### config.mk
export PLATFORM = sky130hd
export DESIGN_NAME = fmc_source_flat
export DESIGN_NICKNAME = d
export VERILOG_FILES = /design/src/verilog/fmc_pkg.sv /design/src/verilog/fmc_link_if.sv /design/src/verilog/fmc_source.sv /design/src/flat_wrapper.sv
export SDC_FILE = /design/constraint.sdc
export NUM_CORES = 1
export LEC_CHECK = 0
export ABC_AREA = 1
export BUFFER_PORTS_ARGS = -buffer_cell sky130_fd_sc_hd__buf_2
export CORE_ASPECT_RATIO = 0.7
export CORE_MARGIN = 1
export CORE_UTILIZATION = 43
export CTS_CLUSTER_DIAMETER = 30
export DETAILED_ROUTE_END_ITERATION = 12
export PLACE_DENSITY = 0.91
export SYNTH_ARGS = -nofsm -noshare
export SYNTH_HDL_FRONTEND = slang
export SYNTH_SLANG_ARGS = --single-unit
### constraint.sdc
create_clock -name coreClk -period 3.3 [get_ports coreClk]
set_clock_uncertainty 0.2 [all_clocks]
set_input_delay 0.165 -clock coreClk [delete_from_list [all_inputs] [get_ports coreClk]]
set_output_delay 0.165 -clock coreClk [all_outputs]
set_load 0.02 [all_outputs]
### src/verilog/fmc_pkg.sv
package fmc_pkg;

  // one lane: 64-bit words, one keep bit per byte
  localparam int FLOW_DATA_W = 64;
  localparam int FLOW_KEEP_W = 8;
  localparam int CTRL_DATA_W = 64;
  localparam int BLKNO_W     = 4;
  localparam int PAYLOAD_W   = 56;
  localparam int ERR_CNT_W   = 8;
  localparam int LFSR_W      = 16;

  localparam logic [BLKNO_W-1:0]     CTRL_ZERO_FIELD = 4'h0;
  localparam logic [BLKNO_W-1:0]     CTRL_BLKNO_MAX  = 4'h8;
  localparam logic [PAYLOAD_W-1:0]   CTRL_PAYLOAD    = 56'h5a_c3_96_3c_a5_0f_f0;
  localparam logic [ERR_CNT_W-1:0]   ERR_CNT_MAX     = 8'hff;
  localparam logic [LFSR_W-1:0]      LFSR_SEED       = 16'hace1;
  localparam logic [FLOW_KEEP_W-1:0] FLOW_LAST_KEEP  = 8'hff;

  // buffer in the flow-message path
  localparam int FIFO_DEPTH = 8;
  localparam int FIFO_W     = FLOW_DATA_W + FLOW_KEEP_W + 1;

  // generator pacing: message length in words, gaps in core_clk cycles
  localparam logic [3:0] MSG_WORDS = 4'h4;
  localparam logic [3:0] FLOW_GAP  = 4'h3;
  localparam logic [3:0] CTRL_GAP  = 4'h5;

  typedef enum logic {FMC_GAP, FMC_SEND} fmc_flow_state_t;

  // x^16 + x^14 + x^13 + x^11 fibonacci step
  function automatic logic [LFSR_W-1:0] fmc_lfsr_next(input logic [LFSR_W-1:0] cur);
    return {cur[LFSR_W-2:0], cur[15] ^ cur[13] ^ cur[12] ^ cur[10]};
  endfunction

  function automatic logic [FLOW_DATA_W-1:0] fmc_flow_word(input logic [LFSR_W-1:0] cur);
    return {4{cur}};
  endfunction

endpackage

### src/verilog/fmc_link_if.sv
interface fmc_link_if
  import fmc_pkg::*;
(
  input wire logic coreClk
);
  logic [FLOW_DATA_W-1:0] flowData;
  logic [FLOW_KEEP_W-1:0] flowKeep;
  logic                   flowValid;
  logic                   flowLast;
  logic                   flowReady;
  logic [CTRL_DATA_W-1:0] ctrlData;
  logic                   ctrlValid;
  logic                   channelUp;

  modport src (
    output flowData,
    output flowKeep,
    output flowValid,
    output flowLast,
    input  flowReady,
    output ctrlData,
    output ctrlValid,
    output channelUp
  );

  modport chk (
    input  flowData,
    input  flowKeep,
    input  flowValid,
    input  flowLast,
    output flowReady,
    input  ctrlData,
    input  ctrlValid,
    input  channelUp
  );
endinterface

### src/verilog/fmc_source.sv
module fmc_source
  import fmc_pkg::*;
(
  input  wire logic coreClk,
  input  wire logic sysRst,
  fmc_link_if.src   link,
  input  wire logic linkUp,
  input  wire logic injectFlowErr,
  input  wire logic injectCtrlErr
);
  fmc_flow_state_t        state_q;
  logic                   chanUp_q;
  logic [LFSR_W-1:0]      lfsr_q;
  logic [3:0]             wordCnt_q;
  logic [3:0]             flowGap_q;
  logic                   flowErrPend_q;
  logic                   flowXfer;
  logic                   lastWord;
  logic [3:0]             ctrlGap_q;
  logic [BLKNO_W-1:0]     blkNo_q;
  logic                   ctrlValid_q;
  logic [CTRL_DATA_W-1:0] ctrlData_q;

  always_ff @(posedge coreClk) begin
    if (sysRst) begin
      chanUp_q <= 1'b0;
    end else begin
      chanUp_q <= linkUp;
    end
  end

  assign link.channelUp = chanUp_q;
  assign lastWord       = (wordCnt_q == MSG_WORDS - 4'h1);
  assign flowXfer       = link.flowValid & link.flowReady;

  // a word's lfsr pattern is held until the checker's buffer takes it; a fault requested meanwhile flips its bit 0
  assign link.flowValid = (state_q == FMC_SEND);
  assign link.flowLast  = link.flowValid & lastWord;
  assign link.flowKeep  = link.flowLast ? FLOW_LAST_KEEP : '0;
  assign link.flowData  = fmc_flow_word(lfsr_q) ^ {{(FLOW_DATA_W-1){1'b0}}, flowErrPend_q};

  always_ff @(posedge coreClk) begin
    if (sysRst || !chanUp_q) begin
      state_q   <= FMC_GAP;
      wordCnt_q <= '0;
      flowGap_q <= FLOW_GAP;
    end else begin
      case (state_q)
        FMC_GAP: begin
          if (flowGap_q == '0) begin
            state_q <= FMC_SEND;
          end else begin
            flowGap_q <= flowGap_q - 4'h1;
          end
        end
        FMC_SEND: begin
          if (flowXfer) begin
            wordCnt_q <= lastWord ? '0 : wordCnt_q + 4'h1;
            if (lastWord) begin
              state_q   <= FMC_GAP;
              flowGap_q <= FLOW_GAP;
            end
          end
        end
        default: begin
          state_q <= FMC_GAP;
        end
      endcase
    end
  end

  always_ff @(posedge coreClk) begin
    if (sysRst || !chanUp_q) begin
      lfsr_q <= LFSR_SEED;
    end else if (flowXfer) begin
      lfsr_q <= fmc_lfsr_next(lfsr_q);
    end
  end

  // a requested fault corrupts the next word handed over
  always_ff @(posedge coreClk) begin
    if (sysRst) begin
      flowErrPend_q <= 1'b0;
    end else if (injectFlowErr) begin
      flowErrPend_q <= 1'b1;
    end else if (flowXfer) begin
      flowErrPend_q <= 1'b0;
    end
  end

  always_ff @(posedge coreClk) begin
    if (sysRst || !chanUp_q) begin
      ctrlGap_q   <= CTRL_GAP;
      blkNo_q     <= '0;
      ctrlValid_q <= 1'b0;
      ctrlData_q  <= '0;
    end else if (ctrlGap_q == '0) begin
      ctrlGap_q   <= CTRL_GAP;
      ctrlValid_q <= 1'b1;
      ctrlData_q  <= {CTRL_ZERO_FIELD, blkNo_q, CTRL_PAYLOAD} ^
                     {{(CTRL_DATA_W-1){1'b0}}, injectCtrlErr};
      blkNo_q     <= (blkNo_q == CTRL_BLKNO_MAX) ? '0 : blkNo_q + 1'b1;
    end else begin
      ctrlGap_q   <= ctrlGap_q - 4'h1;
      ctrlValid_q <= 1'b0;
    end
  end

  assign link.ctrlValid = ctrlValid_q;
  assign link.ctrlData  = ctrlData_q;
endmodule

### src/flat_wrapper.sv
// flat-port wrapper written by rule: the top's interface ports become plain ports
module fmc_source_flat import fmc_pkg::*;
  (coreClk, sysRst, linkUp, injectFlowErr, injectCtrlErr, link_flowData, link_flowKeep, link_flowValid, link_flowLast, link_flowReady, link_ctrlData, link_ctrlValid, link_channelUp);
  fmc_link_if link_i (.coreClk(coreClk));
  input  wire logic coreClk;
  input  wire logic sysRst;
  input  wire logic linkUp;
  input  wire logic injectFlowErr;
  input  wire logic injectCtrlErr;
  output wire logic [$bits(link_i.flowData)-1:0] link_flowData;
  output wire logic [$bits(link_i.flowKeep)-1:0] link_flowKeep;
  output wire logic [$bits(link_i.flowValid)-1:0] link_flowValid;
  output wire logic [$bits(link_i.flowLast)-1:0] link_flowLast;
  input wire logic [$bits(link_i.flowReady)-1:0] link_flowReady;
  output wire logic [$bits(link_i.ctrlData)-1:0] link_ctrlData;
  output wire logic [$bits(link_i.ctrlValid)-1:0] link_ctrlValid;
  output wire logic [$bits(link_i.channelUp)-1:0] link_channelUp;
  assign link_flowData = link_i.flowData;
  assign link_flowKeep = link_i.flowKeep;
  assign link_flowValid = link_i.flowValid;
  assign link_flowLast = link_i.flowLast;
  assign link_i.flowReady = link_flowReady;
  assign link_ctrlData = link_i.ctrlData;
  assign link_ctrlValid = link_i.ctrlValid;
  assign link_channelUp = link_i.channelUp;
  fmc_source u_core (.coreClk(coreClk), .sysRst(sysRst), .link(link_i), .linkUp(linkUp), .injectFlowErr(injectFlowErr), .injectCtrlErr(injectCtrlErr));
endmodule
==> results.sh <==
export IMPL_synth_seq_cells=42
export IMPL_fmax_ghz=0.5216
export IMPL_hold_buffers=5
export IMPL_switching_share_pct=23.08
export IMPL_drtAntennaViolNets=0
export IMPL_chipHeight_um=66.24
export IMPL_instances_no_fill=428
export IMPL_firstDrtPassIters=4
export IMPL_hold_path_depth=3
export IMPL_status="finished clean"
export IMPL_r2r_end="u_core.flowErrPend_q$_SDFFE_PP0P_"
export IMPL_dieWidth_um=93.77
export IMPL_hpwl_mm=3.174
export IMPL_grt_max_degree=30
export IMPL_wirelength_mm=4.252
export IMPL_r2r_slack_ns=1.58
export IMPL_drive_gt1_share_pct=37.36
export IMPL_drc=0
export IMPL_grt_ovfl_total=0
export IMPL_cts_root_buf="clkbuf_8"
export IMPL_power_density_nw_per_um2=376.4
export IMPL_rsz0062_at_grt="no"
export IMPL_r2r_start="u_core.link.flowValid$_SDFF_PP0_"
export IMPL_r2r_cells=4
export IMPL_clk_pin_slew_ns=0.08
export IMPL_track_usage_pct=13.18
export IMPL_worstSetupEndpointType="primary output"
export IMPL_crit_type="reg -> out"
export IMPL_place_area_sq_um=2420
export IMPL_cp_start_kind="flip-flop"
export IMPL_grt_pass1_wl_mm=6.334
export IMPL_initial_utilization_pct=46.51
export IMPL_dp_cells=415
export IMPL_peakVddDrop_uv=166.5
export IMPL_whs_endpoint="u_core.lfsr_q[15]$_SDFFE_PP1P_"
export IMPL_critPathRequiredTime_ns=2.93
export IMPL_relSlewSlack_pct=58.88
export IMPL_fin_nets=367
export IMPL_fill_cells=516
export IMPL_antenna_found_initial=0
export IMPL_final_common_cell="buf_2"
export IMPL_drv_slew=0
export IMPL_cts_resized=0
export IMPL_syn_inst=317
export IMPL_clkPwrFrac_pct=41.2
export IMPL_num_antenna_cells=0
export IMPL_arrival_ns=1.55
export IMPL_synth_cell_types=29
export IMPL_comb_power_share_pct=6.2
export IMPL_holdWs_ns=0.04930
export IMPL_area_growth_pct=1.777
export IMPL_routed_via_density=4.199
export IMPL_finalSetupViolCount=0
export IMPL_clock_sinks=42
export IMPL_num_vias=1797
export IMPL_grt_pass1_vias=1397
export IMPL_min_period_over_period_pct=58.10
export IMPL_row_count=22
export IMPL_crit_fanout=9
export IMPL_io_pins=146
export IMPL_tightestPinTransition_ns=0.6159
export IMPL_fin_area_sq_um=2580
export IMPL_place_congestion=0.7820
export IMPL_hp_class="in -> reg"
export IMPL_port_buffers=114
export IMPL_netlist_area_sq_um=2535
export IMPL_syn_avg_cell_area_sq_um=7.997
export IMPL_die_area_sq_um=6211
export IMPL_seqPwrFrac_pct=52.6
export IMPL_final_cell_mix="buf_2, dfxtp_1, nand2_1"
export IMPL_initialDrtViolationCount=65
export IMPL_fin_tns_setup_ns=0
export IMPL_internal_power_uw=746.9
export IMPL_avgRoutedWirePerCell_um=9.935
export IMPL_min_from="sysRst"
export IMPL_clockBufferDepth=2
export IMPL_ys_seq_area_share_pct=33.17
export IMPL_core_sq_um=5450
export IMPL_period_needed_ns=1.917
export IMPL_cts_tree="yes"
export IMPL_cts_setup_buffers=0
export IMPL_ys_warn_count=0
export IMPL_p_switching_uw=224.1
export IMPL_maxCapViolations=0
export IMPL_numCtsBuffers=5
export IMPL_clkLatencyLatePin_ns=0.29
export IMPL_hold_viol_final=0
export IMPL_cts_max_level=2
export IMPL_p_leak_uw=0.001353
kinds of logic after synthesis:
family | Yosys count | synth area share [%]
DFF | 42 | 33.17
buffers and inverters | 138 | 38.20
xor gates and xnor gates | 6 | 2.073
AOI/OAI and AO/OA | 29 | 6.072
adders and majority gates | 6 | 2.961
other | 1 | 0.1479
and+or+nand+nor | 95 | 17.37
power by group through the flow:
| stage | sequential [uW] | combinational, uW | clock, uW |
|---|---|---|---|
| after floorplan | 524 | 74.7 | 0 |
| after global placement | 523 | 53.6 | 0 |
| after detailed placement | 523 | 54.0 | 0 |
| after CTS | 511 | 59.0 | 409 |
| after global routing | 511 | 65.6 | 432 |
| final | 511 | 60.2 | 400 |
synth_stat cells (all sizes together):
cell type    n  area, sq um
buf        118        888.4
nor3b        1        7.510
nand4        1        6.260
nor2        34        135.1
o21ai       19        95.09
ha           6        75.07
xor2         6        52.55
a21oi        6        30.03
inv         19        71.32
clkinv       1        8.760
a211oi       1        7.510
nor4         1        6.260
o22ai        1        6.260
nand2       38        162.7
dfxtp       42        840.8
a31oi        1        6.260
a22o         1        8.760
nor3         5        25.02
nand3       15        97.60
conb         1        3.750
how the worst max path moves through the flow:
stage,from,end,cells after the start
floorplan,u_core.wordCnt_q[0]$_SDFFE_PP0P_,link_flowKeep[0],4
CTS,u_core.wordCnt_q[0]$_SDFFE_PP0P_,link_flowKeep[3],4
finish,u_core.wordCnt_q[0]$_SDFFE_PP0P_,link_flowKeep[3],4
detailed placement,u_core.wordCnt_q[0]$_SDFFE_PP0P_,link_flowKeep[3],4
global placement,u_core.link.channelUp$_SDFF_PP0_,u_core.flowGap_q[0]$_SDFFE_PP1P_,5
global route,u_core.wordCnt_q[0]$_SDFFE_PP0P_,link_flowKeep[1],4
registers in the layout, indices dropped and copies added (netlist names):
signal	cells
u_core.blkNo_q	4
u_core.link.channelUp	1
u_core.ctrlGap_q	4
u_core.flowGap_q	4
u_core.flowErrPend_q	1
u_core.wordCnt_q	4
u_core.lfsr_q	16
u_core.link.flowValid	1
u_core.link.ctrlValid	1
u_core.link.ctrlData	6
stage by stage:
step                total power [uW]  setup slack [ns]  util, %
global placement               576.4             1.737    44.40
global route                    1009             1.212    47.34
floorplan                      598.3             1.482        -
detailed placement             577.0             1.680    44.40
CTS                            979.3             1.348    47.34
finish                         971.0             1.383    47.34
final cells by class:
class	count	area, sq um	area share, %
Tap cell	72	90.09	3.492
Clock buffer	6	72.57	2.813
Timing Repair Buffer	119	620.6	24.05
Sequential cell	42	840.8	32.59
Inverter	20	80.08	3.104
Multi-Input combinational cell	167	838.3	32.49
Clock inverter	2	37.54	1.455
worst max-delay path: stages, from the launching register on:
cell and delay, ns:
dfxtp_1 0.38, ha_1 0.27, nand2_1 0.07, nor2_1 0.30, buf_2 0.24
routing by layer:
metal | vias to the layer above | wire length (um) | global-route usage [%]
met4 | 0 | 36 | 3.462
li1 | 926 | - | -
met1 | 808 | 1923 | 16.22
met3 | 5 | 220 | 4.828
met5 | - | 0 | 0
met2 | 58 | 2071 | 21.72
(Power assumes the default switching activity.)
